===== src/verilog/vtg_pkg.sv =====
package vtg_pkg;

	// Clock period of ref_clk in picoseconds
	localparam int CLK_PS = 4000;

	// Documented times, in nanoseconds
	localparam int T_XG_SETUP_NS  = 12;  // Gate leads row strobe fall
	localparam int T_XG_RAS_NS    = 140; // Gate held after row strobe fall
	localparam int T_XG_CAS_NS    = 55;  // Gate held after column strobe fall
	localparam int T_XG_RRISE_NS  = 39;  // Gate release before row rise
	localparam int T_XG_CRISE_NS  = 40;  // Gate release before column rise
	localparam int T_ROW_HOLD_NS  = 35;  // Row address hold after row fall
	localparam int T_RAS_CAS_NS   = 65;  // Row fall to column fall
	localparam int T_CODE_HOLD_NS = 65;  // Offset code hold after row fall
	localparam int T_PULSE_NS     = 40;  // Optional phase low pulse width
	localparam int T_PULSE_END_NS = 90;  // Gate release to pulse end
	localparam int T_PULSE_GAP_NS = 90;  // Pulse end to first byte strobe
	localparam int T_REF_CAS_NS   = 37;  // Column fall before row fall
	localparam int T_REF_HOLD_NS  = 185; // Column held after row fall
	localparam int T_PRECH_NS     = 100; // Precharge between cycles
	localparam int T_BYTE_NS      = 50;  // Video byte strobe period

	// Least times round up to whole cycles
	localparam logic [7:0] XG_SETUP_C =
		8'((T_XG_SETUP_NS * 1000 + CLK_PS - 1) / CLK_PS);
	localparam logic [7:0] ROW_HOLD_C =
		8'((T_ROW_HOLD_NS * 1000 + CLK_PS - 1) / CLK_PS);
	localparam logic [7:0] RAS_CAS_C =
		8'((T_RAS_CAS_NS * 1000 + CLK_PS - 1) / CLK_PS);
	localparam logic [7:0] CODE_HOLD_C =
		8'((T_CODE_HOLD_NS * 1000 + CLK_PS - 1) / CLK_PS);
	localparam logic [7:0] XG_RAS_C =
		8'((T_XG_RAS_NS * 1000 + CLK_PS - 1) / CLK_PS);
	localparam logic [7:0] XG_CAS_C =
		8'((T_XG_CAS_NS * 1000 + CLK_PS - 1) / CLK_PS);
	localparam logic [7:0] XG_RRISE_C =
		8'((T_XG_RRISE_NS * 1000 + CLK_PS - 1) / CLK_PS);
	localparam logic [7:0] XG_CRISE_C =
		8'((T_XG_CRISE_NS * 1000 + CLK_PS - 1) / CLK_PS);
	localparam logic [7:0] PULSE_C =
		8'((T_PULSE_NS * 1000 + CLK_PS - 1) / CLK_PS);
	localparam logic [7:0] PULSE_END_C =
		8'((T_PULSE_END_NS * 1000 + CLK_PS - 1) / CLK_PS);
	localparam logic [7:0] PULSE_GAP_C =
		8'((T_PULSE_GAP_NS * 1000 + CLK_PS - 1) / CLK_PS);
	localparam logic [7:0] REF_CAS_C =
		8'((T_REF_CAS_NS * 1000 + CLK_PS - 1) / CLK_PS);
	localparam logic [7:0] REF_HOLD_C =
		8'((T_REF_HOLD_NS * 1000 + CLK_PS - 1) / CLK_PS);
	localparam logic [7:0] PRECH_C =
		8'((T_PRECH_NS * 1000 + CLK_PS - 1) / CLK_PS);
	// Byte period rounds up so the strobe never runs faster than 50 ns
	localparam logic [7:0] BYTE_C =
		8'((T_BYTE_NS * 1000 + CLK_PS - 1) / CLK_PS);

	// Gate release point after row fall: later of the two hold times
	localparam logic [7:0] XG_REL_C =
		(XG_RAS_C > RAS_CAS_C + XG_CAS_C) ? XG_RAS_C
		                                  : 8'(RAS_CAS_C + XG_CAS_C);
	// Strobe rise after gate release: later of the two
	localparam logic [7:0] RISE_C =
		(XG_RRISE_C > XG_CRISE_C) ? XG_RRISE_C : XG_CRISE_C;
	// Post-release schedule for the phase pulse and strobe hold-off
	localparam logic [7:0] PULSE_BEG_C = 8'(PULSE_END_C - PULSE_C);
	localparam logic [7:0] VID_OK_C    = 8'(PULSE_END_C + PULSE_GAP_C);

	// Reset values
	localparam logic [9:0] ADDR_RST = 10'h000;
	localparam logic [2:0] CODE_RST = 3'h0;
	localparam logic [3:0] WE_IDLE  = 4'hF;

	// Address field layout: bank select above the row or column
	localparam int BANK_LSB = 8;

	// Cycle sequencer states
	typedef enum logic [2:0] {
		VTG_IDLE, VTG_XSET, VTG_XRAS, VTG_XREL,
		VTG_RCAS, VTG_RRAS, VTG_PRE
	} vtg_state_e;

endpackage


===== src/verilog/vtg_vbs_if.sv =====
`timescale 1ns/1ps
interface vtg_vbs_if;
	logic run;     // Byte strobe allowed to run
	logic rise;    // One-cycle pulse on each strobe rising edge
	logic strobe;  // Byte strobe level

	modport gen  (input run, output rise, output strobe);
	modport user (output run, input rise, input strobe);
endinterface


===== src/verilog/vtg_byte_strobe.sv =====
`timescale 1ns/1ps
// Byte strobe divider: one strobe period is PERIOD clock cycles
module vtg_byte_strobe #(
	parameter logic [7:0] PERIOD = vtg_pkg::BYTE_C
) (
	// Clock and reset
	input wire logic  ref_clk,
	input wire logic  rst_b,
	// Strobe side
	vtg_vbs_if.gen    vbs
);
	import vtg_pkg::*;

	logic [7:0] cnt_q, cnt_d;
	logic       stb_q, stb_d;
	logic       rise_q, rise_d;

	// High for the first half, low for the rest; stops low when not run
	always_comb begin
		cnt_d  = cnt_q;
		stb_d  = stb_q;
		rise_d = 1'b0;
		if (!vbs.run) begin
			cnt_d = 8'h00;
			stb_d = 1'b0;
		end else if (cnt_q == 8'h00) begin
			stb_d  = 1'b1;
			rise_d = 1'b1;
			cnt_d  = 8'(PERIOD - 8'h01);
		end else begin
			cnt_d = 8'(cnt_q - 8'h01);
			if (cnt_q == 8'(PERIOD >> 1))
				stb_d = 1'b0;
		end
	end

	always_ff @(posedge ref_clk or negedge rst_b) begin
		if (!rst_b) begin
			cnt_q  <= 8'h00;
			stb_q  <= 1'b0;
			rise_q <= 1'b0;
		end else begin
			cnt_q  <= cnt_d;
			stb_q  <= stb_d;
			rise_q <= rise_d;
		end
	end

	assign vbs.strobe = stb_q;
	assign vbs.rise   = rise_q;
endmodule


===== src/verilog/vtg_display_ctl.sv =====
`timescale 1ns/1ps
// Overview of operation
// - Transfer gate strobe goes low 12 ns before the row strobe falls.
// - Gate held 140 ns after row fall and 55 ns after column fall.
// - Gate released 39 ns before row rise, 40 ns before column rise.
// - Write enables stay high all transfer; no dummy transfers issued.
// - Start-offset code driven around row fall; load pulse latches it.
// - Each manager feeds control codes to its own four converters.
// - Phase high at transfer start and end; optional 40 ns low pulse.
// - Low pulse ends 90 ns after gate release, 90 ns before strobe.
// - Refresh is column-before-row: 37 ns lead, 185 ns hold.
// - Each byte strobe rise loads one byte and one 3-bit word.
// - Phase toggles on every byte strobe rise, within 10 ns.
module vtg_display_ctl
	import vtg_pkg::*;
(
	// Clock and reset
	input  wire logic       ref_clk,
	input  wire logic       rst_b,
	// Cycle requests from the drawing engine
	input  wire logic       shift_load_pulse_req,
	input  wire logic [7:0] shift_load_pulse_row,
	input  wire logic [7:0] shift_load_pulse_col,
	input  wire logic [1:0] shift_load_pulse_bank,
	input  wire logic [2:0] shift_load_pulse_offset,
	input  wire logic       refresh_req,
	output logic            busy,
	// Configuration and pixel control
	input  wire logic       phase_pulse_en,
	input  wire logic       video_en,
	input  wire logic [2:0] ctl_word,
	// Display memory pins
	output logic [9:0]      mem_addr,
	output logic            row_strobe_n,
	output logic            col_strobe_n,
	output logic            transfer_gate_strobe_n,
	output logic [3:0]      write_enable_n,
	// Converter and serial pins
	output logic [2:0]      shift_control_code,
	output logic            serial_clock_phase,
	output logic            video_byte_strobe
);
	import vtg_pkg::*;

	vtg_vbs_if vbs ();

	vtg_state_e st_q, st_d;
	logic [7:0] cnt_q, cnt_d;
	logic [7:0] col_q, col_d;
	logic       ras_n_q, ras_n_d;
	logic       cas_n_q, cas_n_d;
	logic       xg_n_q, xg_n_d;
	logic [9:0] addr_q, addr_d;
	logic [2:0] code_q, code_d;
	logic       code_hold_q, code_hold_d;
	logic       busy_q, busy_d;
	logic [3:0] we_n_q;

	// Post-release scheduler for phase pulse and strobe hold-off
	logic [7:0] post_q, post_d;
	logic       post_run_q, post_run_d;
	logic       phase_q, phase_d;
	logic       vid_ok_q, vid_ok_d;
	logic       byte_pin_q, byte_pin_d;

	// Byte strobe divider, paused during and shortly after a transfer
	vtg_byte_strobe #(
		.PERIOD (BYTE_C)
	) u_vbs (
		.ref_clk (ref_clk),
		.rst_b   (rst_b),
		.vbs     (vbs.gen)
	);

	assign vbs.run = vid_ok_q & video_en;

	// Cycle sequencer: transfer and refresh timing
	always_comb begin
		st_d        = st_q;
		cnt_d       = cnt_q;
		col_d       = col_q;
		ras_n_d     = ras_n_q;
		cas_n_d     = cas_n_q;
		xg_n_d      = xg_n_q;
		addr_d      = addr_q;
		code_hold_d = code_hold_q;
		busy_d      = busy_q;
		case (st_q)
			VTG_IDLE: begin
				busy_d = 1'b0;
				if (shift_load_pulse_req) begin
					// Gate leads row fall; bank rides above the row
					xg_n_d      = 1'b0;
					addr_d      = {shift_load_pulse_bank, shift_load_pulse_row};
					col_d       = shift_load_pulse_col;
					code_hold_d = 1'b1;
					busy_d      = 1'b1;
					cnt_d       = 8'(XG_SETUP_C - 8'h01);
					st_d        = VTG_XSET;
				end else if (refresh_req) begin
					// Column strobe first marks a refresh cycle
					cas_n_d = 1'b0;
					busy_d  = 1'b1;
					cnt_d   = 8'(REF_CAS_C - 8'h01);
					st_d    = VTG_RCAS;
				end
			end
			VTG_XSET: begin
				if (cnt_q == 8'h00) begin
					ras_n_d = 1'b0;
					cnt_d   = 8'h00;
					st_d    = VTG_XRAS;
				end else begin
					cnt_d = 8'(cnt_q - 8'h01);
				end
			end
			VTG_XRAS: begin
				// Counts cycles since row fall
				cnt_d = 8'(cnt_q + 8'h01);
				if (cnt_q == 8'(ROW_HOLD_C - 8'h01))
					addr_d = {addr_q[9:BANK_LSB], col_q};
				if (cnt_q == 8'(RAS_CAS_C - 8'h01))
					cas_n_d = 1'b0;
				if (cnt_q == 8'(CODE_HOLD_C - 8'h01))
					code_hold_d = 1'b0;
				if (cnt_q == 8'(XG_REL_C - 8'h01)) begin
					xg_n_d = 1'b1;
					cnt_d  = 8'(RISE_C - 8'h01);
					st_d   = VTG_XREL;
				end
			end
			VTG_XREL: begin
				if (cnt_q == 8'h00) begin
					// Both strobes rise after the release margin
					ras_n_d = 1'b1;
					cas_n_d = 1'b1;
					cnt_d   = 8'(PRECH_C - 8'h01);
					st_d    = VTG_PRE;
				end else begin
					cnt_d = 8'(cnt_q - 8'h01);
				end
			end
			VTG_RCAS: begin
				if (cnt_q == 8'h00) begin
					ras_n_d = 1'b0;
					cnt_d   = 8'(REF_HOLD_C - 8'h01);
					st_d    = VTG_RRAS;
				end else begin
					cnt_d = 8'(cnt_q - 8'h01);
				end
			end
			VTG_RRAS: begin
				if (cnt_q == 8'h00) begin
					ras_n_d = 1'b1;
					cas_n_d = 1'b1;
					cnt_d   = 8'(PRECH_C - 8'h01);
					st_d    = VTG_PRE;
				end else begin
					cnt_d = 8'(cnt_q - 8'h01);
				end
			end
			VTG_PRE: begin
				// Precharge keeps back-to-back cycles apart
				if (cnt_q == 8'h00)
					st_d = VTG_IDLE;
				else
					cnt_d = 8'(cnt_q - 8'h01);
			end
			default: begin
				st_d    = VTG_IDLE;
				ras_n_d = 1'b1;
				cas_n_d = 1'b1;
				xg_n_d  = 1'b1;
			end
		endcase
	end

	always_ff @(posedge ref_clk or negedge rst_b) begin
		if (!rst_b) begin
			st_q        <= VTG_IDLE;
			cnt_q       <= 8'h00;
			col_q       <= 8'h00;
			ras_n_q     <= 1'b1;
			cas_n_q     <= 1'b1;
			xg_n_q      <= 1'b1;
			addr_q      <= ADDR_RST;
			code_hold_q <= 1'b0;
			busy_q      <= 1'b0;
		end else begin
			st_q        <= st_d;
			cnt_q       <= cnt_d;
			col_q       <= col_d;
			ras_n_q     <= ras_n_d;
			cas_n_q     <= cas_n_d;
			xg_n_q      <= xg_n_d;
			addr_q      <= addr_d;
			code_hold_q <= code_hold_d;
			busy_q      <= busy_d;
		end
	end

	// Only array-to-shifter transfers exist, so writes stay off here
	always_ff @(posedge ref_clk or negedge rst_b) begin
		if (!rst_b)
			we_n_q <= WE_IDLE;
		else
			we_n_q <= WE_IDLE;
	end

	// Phase and control code: pulse schedule, hold-off and byte toggling
	always_comb begin
		post_d     = post_q;
		post_run_d = post_run_q;
		phase_d    = phase_q;
		vid_ok_d   = vid_ok_q;
		code_d     = code_q;
		// Pin strobe may stay high but only rises with a phase toggle, so a
		// divider rise swallowed by a transfer start never reaches the pin
		byte_pin_d = vbs.strobe & byte_pin_q;
		if (st_q == VTG_IDLE && shift_load_pulse_req) begin
			// Phase parked high and strobes halted for the transfer
			phase_d    = 1'b1;
			vid_ok_d   = 1'b0;
			post_run_d = 1'b0;
			// Own offset code to own converters, latched by load pulse
			code_d     = shift_load_pulse_offset;
		end else if (st_q == VTG_XRAS && cnt_q == 8'(XG_REL_C - 8'h01)) begin
			post_d     = 8'h00;
			post_run_d = 1'b1;
		end else if (post_run_q) begin
			post_d = 8'(post_q + 8'h01);
			// Low pulse placed to end 90 ns after gate release
			if (phase_pulse_en && post_q == 8'(PULSE_BEG_C - 8'h01))
				phase_d = 1'b0;
			if (post_q == 8'(PULSE_END_C - 8'h01))
				phase_d = 1'b1;
			// First byte strobe no sooner than 90 ns after the pulse
			if (post_q == 8'(VID_OK_C - 8'h01)) begin
				vid_ok_d   = 1'b1;
				post_run_d = 1'b0;
			end
		end else if (vbs.rise && !code_hold_q) begin
			// Each strobe rise flips the phase and loads a new word
			phase_d    = ~phase_q;
			code_d     = ctl_word;
			byte_pin_d = 1'b1;
		end
	end

	always_ff @(posedge ref_clk or negedge rst_b) begin
		if (!rst_b) begin
			post_q     <= 8'h00;
			post_run_q <= 1'b0;
			phase_q    <= 1'b1;
			vid_ok_q   <= 1'b0;
			code_q     <= CODE_RST;
		end else begin
			post_q     <= post_d;
			post_run_q <= post_run_d;
			phase_q    <= phase_d;
			vid_ok_q   <= vid_ok_d;
			code_q     <= code_d;
		end
	end

	// Pin strobe registered beside the phase so both move on one edge
	always_ff @(posedge ref_clk or negedge rst_b) begin
		if (!rst_b)
			byte_pin_q <= 1'b0;
		else
			byte_pin_q <= byte_pin_d;
	end

	// Pins straight from registers; phase_q trails strobe by 0 cycles
	assign busy                   = busy_q;
	assign mem_addr               = addr_q;
	assign row_strobe_n           = ras_n_q;
	assign col_strobe_n           = cas_n_q;
	assign transfer_gate_strobe_n = xg_n_q;
	assign write_enable_n         = we_n_q;
	assign shift_control_code     = code_q;
	assign serial_clock_phase     = phase_q;
	assign video_byte_strobe      = byte_pin_q;
endmodule


===== config.mk =====
export PLATFORM = sky130hd
export DESIGN_NAME = vtg_display_ctl
export DESIGN_NICKNAME = d
export VERILOG_FILES = /design/src/verilog/vtg_pkg.sv /design/src/verilog/vtg_vbs_if.sv /design/src/verilog/vtg_byte_strobe.sv /design/src/verilog/vtg_display_ctl.sv
export SDC_FILE = /design/constraint.sdc
export NUM_CORES = 1
export LEC_CHECK = 0
export ABC_AREA = 1
export BUFFER_PORTS_ARGS = -buffer_cell sky130_fd_sc_hd__buf_4
export CORE_MARGIN = 2
export CORE_UTILIZATION = 45
export DETAILED_ROUTE_END_ITERATION = 7
export PLACE_DENSITY_LB_ADDON = 0.25
export SETUP_SLACK_MARGIN = 0.1
export SYNTH_ARGS = -nofsm -noshare
export SYNTH_HDL_FRONTEND = slang
export SYNTH_SLANG_ARGS = --single-unit

===== constraint.sdc =====
create_clock -name ref_clk -period 2.6 [get_ports ref_clk]
set_input_delay 0.52 -clock ref_clk [delete_from_list [all_inputs] [get_ports ref_clk]]
set_output_delay 0.52 -clock ref_clk [all_outputs]
set_load 0.03 [all_outputs]

=== Yosys cells after proc, flatten, opt, wreduce, memory -nomap -nowiden ===
Index checks and enable logic that the tools add are counted.

* Logic and storage cells: 158
* Output and inout port bits: 23
* Input port bits: 30
* Register bits: 59

* Mux-type cells: 64
* Eq/ne operators: 30
* Bitwise operators: 8
* Reductions and logical operators: 33
* Add/sub/neg operators: 4

{| class="wikitable"
|+ Operator list
! kind !! count
|-
| 2-to-1 mux 8 bit || 12
|-
| one-hot mux 8 bit (6 select lines) || 1
|-
| 2-to-1 mux 1 bit || 33
|-
| 2-to-1 mux 3 bit || 11
|-
| AND reduction 3 bit || 9
|-
| inequality test 2 bit, second input constant || 11
|-
| one-hot mux 10 bit (2 select lines) || 1
|-
| one-hot mux 3 bit (6 select lines) || 1
|-
| adder 8 x 1 -> 8 bit, second input constant || 2
|-
| equality test 8 x 4 -> 1 bit, second input constant || 2
|-
| equality test 8 x 5 -> 1 bit, second input constant || 2
|-
| equality test 8 x 6 -> 1 bit, second input constant || 2
|-
| logical NOT 8 bit || 2
|-
| subtractor 8 x 1 -> 8 bit, second input constant || 2
|-
| 2-to-1 mux 10 bit || 1
|-
| nonzero test 2 bit || 5
|-
| equality test 3 bit, second input constant || 3
|-
| equality test 8 x 3 -> 1 bit, second input constant || 1
|-
| equality test 3 x 2 -> 1 bit, second input constant || 2
|-
| inequality test 2 x 1 -> 1 bit, second input constant || 3
|-
| inequality test 3 bit, second input constant || 2
|-
| inverter 1 bit || 6
|-
| one-hot mux 1 bit (3 select lines) || 2
|-
| AND reduction 6 bit || 1
|-
| 15 further kinds || 22
|}

=== Depth between registers and ports, before layout ===
Gate-level depths: netlist (run 1).

* Depth in word-level cells: 7
* Gate-level depth with buffers: 12
* Gate-level depth less buffers: 12

=== Modules after synthesis ===
From an unflattened synthesis (run 1), not the netlist that was laid out.

* Cell total of the unflattened synthesis: 485
* Area, all modules: 3,547.2 µm²

{| class="wikitable"
|+ Modules (own cells, without submodules)
! module !! area each (µm²) !! seq. area each (µm²) !! cells an instance !! instances
|-
| vtg_display_ctl || 3,042.9 || 1,231.2 || 420 || 1
|-
| vtg_byte_strobe || 504.2 || 250.2 || 65 || 1
|}

=== Least setup slack after synthesis (run 1) ===
No wires, ideal clock.

* Kind: reg-to-reg
* Start point: register cnt_q[0]
* End point: register addr_q[3] (netlist: mem_addr[3])
* Cell stages (with the launch flop): 9
* Arrival time: 1.447 ns
* Period minus slack after synthesis: 1.569 ns
* Path buffers: 1
* Setup time: 0.122 ns
* Required time: 2.478 ns
* Slack: 1.031 ns
* Cells stage by stage: dfrtp_1 -> inv_1 -> ha_1 -> nand2_1 -> nor3_1 -> o22ai_4 -> buf_8 -> nand2_2 -> o21ai_2

* Word-level cells in the longest chain between the ends: 3

{| class="wikitable"
|+ Ends and longest elaborated chain
! element !! RTL line !! RTL
|-
| from (decl) || vtg_display_ctl.sv:48 || <nowiki>logic [7:0] cnt_q, cnt_d;</nowiki>
|-
| from (signal assigned) || vtg_display_ctl.sv:191 || <nowiki>cnt_q <= cnt_d;</nowiki>
|-
| equality test 8 x 4 -> 1 bit || vtg_display_ctl.sv:120 || <nowiki>if (cnt_q == 8'(ROW_HOLD_C - 8'h01))</nowiki>
|-
| inequality test 2 bit (no line) || n/a ||
|-
| AND reduction 3 bit (no line) || n/a ||
|-
| to (signal assigned) || vtg_display_ctl.sv:196 || <nowiki>addr_q <= addr_d;</nowiki>
|-
| to (decl) || vtg_display_ctl.sv:53 || <nowiki>logic [9:0] addr_q, addr_d;</nowiki>
|}

No other way between the ends.
A chain may end at the register's enable or synchronous reset.

=== Worst setup path in the final report (run 1) ===
* Start point: register cnt_q[0]
* End point: register cnt_q[0]

* Word-level cells in the longest chain between the ends: 3
* Elaborated cells on any way between the ends: 12
* Those cells by class: add/sub (2); eq/ne (2); mux (6); reduce/logical (2)

{| class="wikitable"
|+ Ends and longest elaborated chain
! element !! RTL line !! RTL
|-
| subtractor 8 x 1 -> 8 bit (tied with other cells) || n/a ||
|-
| 2-to-1 mux 8 bit (tied with other cells) || vtg_display_ctl.sv:164 || <nowiki>if (cnt_q == 8'h00)</nowiki>
|-
| one-hot mux 8 bit (6 select lines) or AND reduction 3 bit (tied branches) || n/a ||
|}

Parallel ways exist; a longest one is shown, timed or not. The select of a mux whose other input is x is not followed.

==> results of run 1 <==
-- power by group through the flow --
stage          sequential [W]  combinational [W]  clock, W
2_1_floorplan        0.000982          0.0000855         0
3_3_place_gp         0.000969           0.000172         0
3_5_place_dp         0.000970           0.000176         0
4_1_cts              0.000953           0.000176  0.000978
5_1_grt              0.000955           0.000194   0.00102
6_report             0.000953           0.000172  0.000965
-- sequential cells by signal, summed over array words and instances, names as in the netlist, 3 cells and up --
register	count
col_q	8
shift_control_code	3
post_q	8
u_vbs.cnt_q	8
mem_addr	10
st_q	3
cnt_q	8
-- worst max-delay path, stage by stage (launching register included) --
cell     delay [ns]
dfrtp_1        0.41
inv_1          0.14
ha_1           0.22
nand2_1        0.12
inv_1          0.14
nand2_1        0.09
nand2_1        0.11
inv_1          0.05
nor2_1         0.19
nand2_1        0.14
nand2_1        0.09
a21oi_1        0.06
-- worst max path at each step --
stage | startpoint | endpoint | slack (ns) | depth (start not counted)
floorplan | cnt_q[0] | mem_addr[3] | 1.03 | 8
global placement | st_q[1] | mem_addr[6] | 0.78 | 8
detailed placement | st_q[1] | mem_addr[5] | 0.74 | 8
CTS | st_q[1] | mem_addr[5] | 0.72 | 8
global route | cnt_q[0] | cnt_q[0] | 0.55 | 11
finish | cnt_q[0] | cnt_q[0] | 0.73 | 11
-- final cells by class --
| cell class | count | area [µm²] | share of cell area |
|---|---|---|---|
| clock buffers | 11 | 151 | 0.0366 |
| clock inverters | 4 | 73.8 | 0.0179 |
| inverters | 59 | 229 | 0.0554 |
| multi-input cells | 325 | 1700 | 0.412 |
| flip-flops and latches | 59 | 1480 | 0.358 |
| well taps | 102 | 128 | 0.0309 |
| repair buffers | 49 | 368 | 0.0890 |
-- cells by family (layout without fill, tap and decap cells) --
logic type | count (synthesis) | after routing | synth area share
AOI/OAI and AO/OA | 57 | 57 | 0.101
xor gates and xnor gates | 13 | 13 | 0.0327
adders and majority gates | 10 | 10 | 0.0359
buffers and inverters | 69 | 123 | 0.0891
DFF | 59 | 59 | 0.425
muxes | 9 | 9 | 0.0262
other | 1 | 4 | 0.00108
and+or+nand+nor | 232 | 232 | 0.289
-- per-stage QoR --
| step | cells | setup WS, ns | instance area, µm² | utilization |
|---|---|---|---|---|
| 2_1_floorplan | 453 | 1.03 | 3490 | - |
| 3_3_place_gp | 594 | 0.780 | 3910 | 0.514 |
| 3_5_place_dp | 594 | 0.742 | 3910 | 0.514 |
| 4_1_cts | 609 | 0.724 | 4130 | 0.543 |
| 5_1_grt | 609 | 0.554 | 4130 | 0.543 |
| 6_report | 609 | 0.728 | 4130 | 0.543 |
-- metal layers --
layer	wire, µm	vias to the layer above	share of wire	track usage
met5	0	-	0	0
met4	216	0	0.028	0.107
met3	258	18	0.034	0.0320
li1	-	1529	-	-
met2	3530	54	0.47	0.310
met1	3570	1399	0.47	0.246
-- placed cells by master (no fill, tap or decap), drive strengths merged, types with 2 or more instances in the layout --
| master | n |
|---|---|
| o21ai | 35 |
| mux2i | 8 |
| clkbuf | 11 |
| nand3 | 28 |
| o211ai | 2 |
| clkinv | 2 |
| o22ai | 4 |
| a21oi | 12 |
| xnor2 | 2 |
| nand4 | 5 |
| nor3 | 8 |
| bufinv | 2 |
| dfstp | 4 |
| conb | 4 |
| ha | 10 |
| buf | 49 |
| xor2 | 11 |
| nor2 | 49 |
| nand2 | 138 |
| inv | 59 |
| dfrtp | 55 |
==> impl_results.md, run 1 <==
* Status: finished, final reports clean
* Gpl congestion at 0.901
* Layout cells sized above 1 at 0.191
* DRC viols at 0
* Reg-to-reg endpoint: cnt_q[0]
* Worst r2r path cells at 11
* P_int at 0.00160 W
* Post-synthesis async set-or-reset flop share at 1.00
* Mapped Avg Cell Area at 7.74 µm²
* Ant. Diodes at 0
* Final Power at 0.00209 W
* DP HPWL at 5.47 mm
* Most frequent cell after synthesis: nand2_1
* Fill count at 761
* Vias in the first global route at 2910
* Critical Path AT at 2.10 ns
* DIE HEIGHT at 92.0 µm
* Crit-path max FO at 5
* Layout area overhead at 18.7%
* Setup crit start kind: flip-flop
* WL per Instance at 12.4 µm
* EDFF count, synth at 0
* Worst-case clock buffer depth at 2
* Combinational power share at 0.082
* # IOs at 53
* Layout Skew at 0.00773 ns
* Drt first-iter violations at 176
* Final Cycle Share at 0.720
* Post-CTS Hold Buffers at 0
* Critical path endpoint category: flip-flop
* Pre-antenna DRT Iters at 4
* Post-layout min period at 1.87 ns
* Yosys reg bits at 59
* Total negative slack at 0 ns
* Flop pwr share at 0.456
* Post-layout net count at 543
* Lkg Pwr at 2.19 nW
* RSZ-0062 raised after global routing: false
* Die area at 8460 µm²
* Cell Area, Synth at 3480 µm²
* CTS H-tree depth at 3
* Clk pwr share at 0.462
* Yosys top cell area share at 0.395
* Post-CTS setup buffers at 0
* Fmax at 534 MHz
* Overflow after GRT at 0
* MaxCap Viol Count at 0
* Total CTS buffers at 9
* Synth top cells by count: nand2_1 (130), dfrtp_1 (55), inv_1 (54)
* Seq/Total Area, Yosys at 0.425
* Initial Util at 0.458
* Cell taking the most area after synthesis: dfrtp_1
* Core area at 7610 µm²
* Largest net degree at the start of global routing at 60
* Final hold slack at 0.230 ns
* Die boundary width at 92.0 µm
* Final setup fails at 0
* Num Clock Sinks at 59
* Synth warn at 0
* Slew headroom at 0.513
* Via/cell ratio at 4.93
* Net switching power at 0.000493 W
* Root buf cell: clkbuf_8
* WS Path Type: reg2reg
* Initial antenna violation count at 0
* IO Port Bufs at 48
* Fin. max-slew vios at 0
* Largest cells by area after synthesis: dfrtp_1 (40%), nand2_1 (14%), inv_1 (5.8%)
* Clk pin slew, worst setup/hold paths at 0.07 ns
* Routed via count at 3000
* Critical path required time at 2.82 ns
* Slew @ Worst Pin at 0.731 ns
* Switching Share at 0.236
* Row Count at 32
* Ys flop type: dfrtp_1
* Post-cts resize count at 0
* Detail Route Antenna Nets at 0
* PD cells at 506 nW/µm²
* Global-route wire length before repair at 12.9 mm
* Max VDD drop at 0.364 mV
* FF-to-FF Start: cnt_q[0]
* Clock latency on the worst-skew pair at 0.35 ns
* Hold Path Class: in2async
* Synth cell types at 41
* R2R setup slack at 0.73 ns
* Gr usage total at 0.192
* Hold Fails Final Rpt at 0
* Final WL at 7.58 mm
* CTS tree: done
* Syn Inst Count at 450
(Power assumes the default switching activity.)
==> inputs of run 2 (changes only) <==
==> constraint.sdc (replaced) <==
create_clock -name ref_clk -period 1.61 [get_ports ref_clk]
set_input_delay 0.322 -clock ref_clk [delete_from_list [all_inputs] [get_ports ref_clk]]
set_output_delay 0.322 -clock ref_clk [all_outputs]
set_load 0.03 [all_outputs]
==> run 2 against run 1 <==
First-iteration DRC count grew 2.8%. Critical path type unchanged. Register-to-register slack worse by 0.67 ns. Global-route usage grew 2.2 points. Fmax grew 20%. Sequential cell count stayed put. Count of clock-buffer cells in the layout up 3. Total power rose by 47%.
==> impl_results.md, run 2 (synthesis results as in run 1) <==
* Layout area overhead at 40.7%
* Met2 routed WL at 4.64 mm
* Ant. Diodes at 0
* Layout cells sized above 1 at 0.376
* Routed via count at 3343
* Dpl ws at -0.0744 ns
* CTS tree: done
* Dpl cells at 630
* Root buf cell: clkbuf_8
* Commonest non-fill, non-tap cells in the layout: nand2_1 (113), buf_4 (87), dfrtp_1 (50)
* Clk pin slew, worst setup/hold paths at 0.07 ns
* Crit path buffers/inverters at 1
* Gr usage total at 0.215
* Critical Path AT at 1.82 ns
* Final Power at 0.00308 W
* Most common cell after layout, fill and taps aside: nand2_1
* # IOs at 53
* Worst setup margin at 0.0531 ns
* Reg-to-reg endpoint: st_q[1]
* FF-to-FF Start: cnt_q[3]
* Critical Path Max Stage Delay at 0.47 ns
* Num Clock Sinks at 59
* Final non-filler cell area at 4900 µm²
* Final Cycle Share at 0.967
* Vias in the first global route at 3266
* Die boundary width at 92.0 µm
* Crit path depth at 8
* Detail Route Antenna Nets at 0
* Critical path endpoint category: flip-flop
* Final setup fails at 0
* Status: finished, final reports clean
* Layout Skew at 0.00868 ns
* PD cells at 629 nW/µm²
* Worst-case clock buffer depth at 2
* CTS H-tree depth at 3
* Overflow after GRT at 0
* Cell Chain, Critical Path: nor2_2, nand2_2, o21ai_4, o211ai_1, buf_4, nor2_2, nor2_1, nor2_1
* WS Path Type: reg2reg
* Critical path required time at 1.88 ns
* Largest register FFs at 10
* Hold Fails Final Rpt at 0
* Post-layout min period at 1.56 ns
* Global-route wire length before repair at 14.5 mm
* Gpl congestion at 0.982
* M1 wire length at 3.71 mm
* Total CTS buffers at 9
* RSZ-0062 raised after global routing: true
* Drt first-iter violations at 181
* MaxCap Viol Count at 0
* Hold Path Class: in2reg
* R2R setup slack at 0.05 ns
* Via/cell ratio at 5.04
* Initial antenna violation count at 0
* Final WL at 9.01 mm
* Detailed-routed wire length on met3 at 401 µm
* Crit-path max FO at 6
* DRC viols at 0
* DP HPWL at 6.25 mm
* WL per Instance at 13.6 µm
* DR top layer: met4
* Initial Util at 0.458
* Setup crit start kind: flip-flop
* DIE HEIGHT at 92.0 µm
* Clock latency on the worst-skew pair at 0.33 ns
* Fmax at 642 MHz
* Lkg Pwr at 2.48 nW
* IO Port Bufs at 48
* Max VDD drop at 0.602 mV
* CP delay by family, top: simple AND/OR/NAND/NOR gates
* Core area at 7610 µm²
* Pre-antenna DRT Iters at 4
* Placed cell areas at 4210 µm²
* Largest net degree at the start of global routing at 27
* Fin. max-slew vios at 0
* Crit path to: st_q[1]
* Critical Path Source: cnt_q[3]
* Die area at 8460 µm²
* Row Count at 32
* Post-layout net count at 596
* Slowest stage cell, crit path: dfrtp_2
* Non-filler instance count after layout at 663
* Worst r2r path cells at 8
-- run 2: changes by cell type in the layout (fill, tap and decap cells not counted), sizes merged --
cell / before / now
bufinv: 2 / 0
dlygate4sd3: 0 / 1
clkbuf: 11 / 14
buf: 49 / 101
-- run 2: worst min-delay path, cell delays in order --
cell and delay, ns:
buf_4 0.08, nand2_1 0.04, nand2_1 0.04
-- run 2: power by group --
| group | internal, W | switching, W |
|---|---|---|
| Clock | 0.000681 | 0.000560 |
| Sequential | 0.00152 | 0.0000237 |
| Combinational | 0.000128 | 0.000172 |
-- run 2: how the worst min path moves through the flow --
| stage | to | start | slack [ns] | cells past startpoint |
|---|---|---|---|---|
| floorplan | busy | rst_b | 0.03 | 0 |
| global placement | mem_addr[2] | rst_b | 0.25 | 1 |
| detailed placement | mem_addr[3] | rst_b | 0.25 | 1 |
| CTS | col_q[6] | shift_load_pulse_col[6] | 0.17 | 3 |
| global route | col_q[2] | shift_load_pulse_col[2] | 0.19 | 3 |
| finish | col_q[6] | shift_load_pulse_col[6] | 0.18 | 3 |
-- run 2: through the flow --
step,hold WS (ns),utilization,setup TNS [ns]
CTS,0.166,0.598,0
detailed placement,0.246,0.554,-0.472
floorplan,0.0264,-,0
global route,0.186,0.644,-0.129
global placement,0.250,0.554,-0.0478
finish,0.179,0.644,0
-- run 2: routing by layer --
layer	GRT usage	vias to the layer above
li1	-	1637
met3	0.0468	21
met1	0.263	1587
met5	0	-
met2	0.359	98
met4	0.104	0
-- run 2: final cells by class --
type | count | area [µm²]
clock buffers | 14 | 173
clock inverters | 2 | 10.0
well taps | 102 | 128
fillers | 661 | 2710
repair buffers | 102 | 847
flip-flops and latches | 59 | 1490
inverters | 59 | 244
multi-input cells | 325 | 2010
-- run 2: timing repair --
item,CTS,global route
resized for setup,25,88
endpoints found under the setup margin,35,42
pin swaps,6,21
hold buffers,1,0
setup buffers,5,10
cloned,0,1
endpoints found under the hold margin,22,0
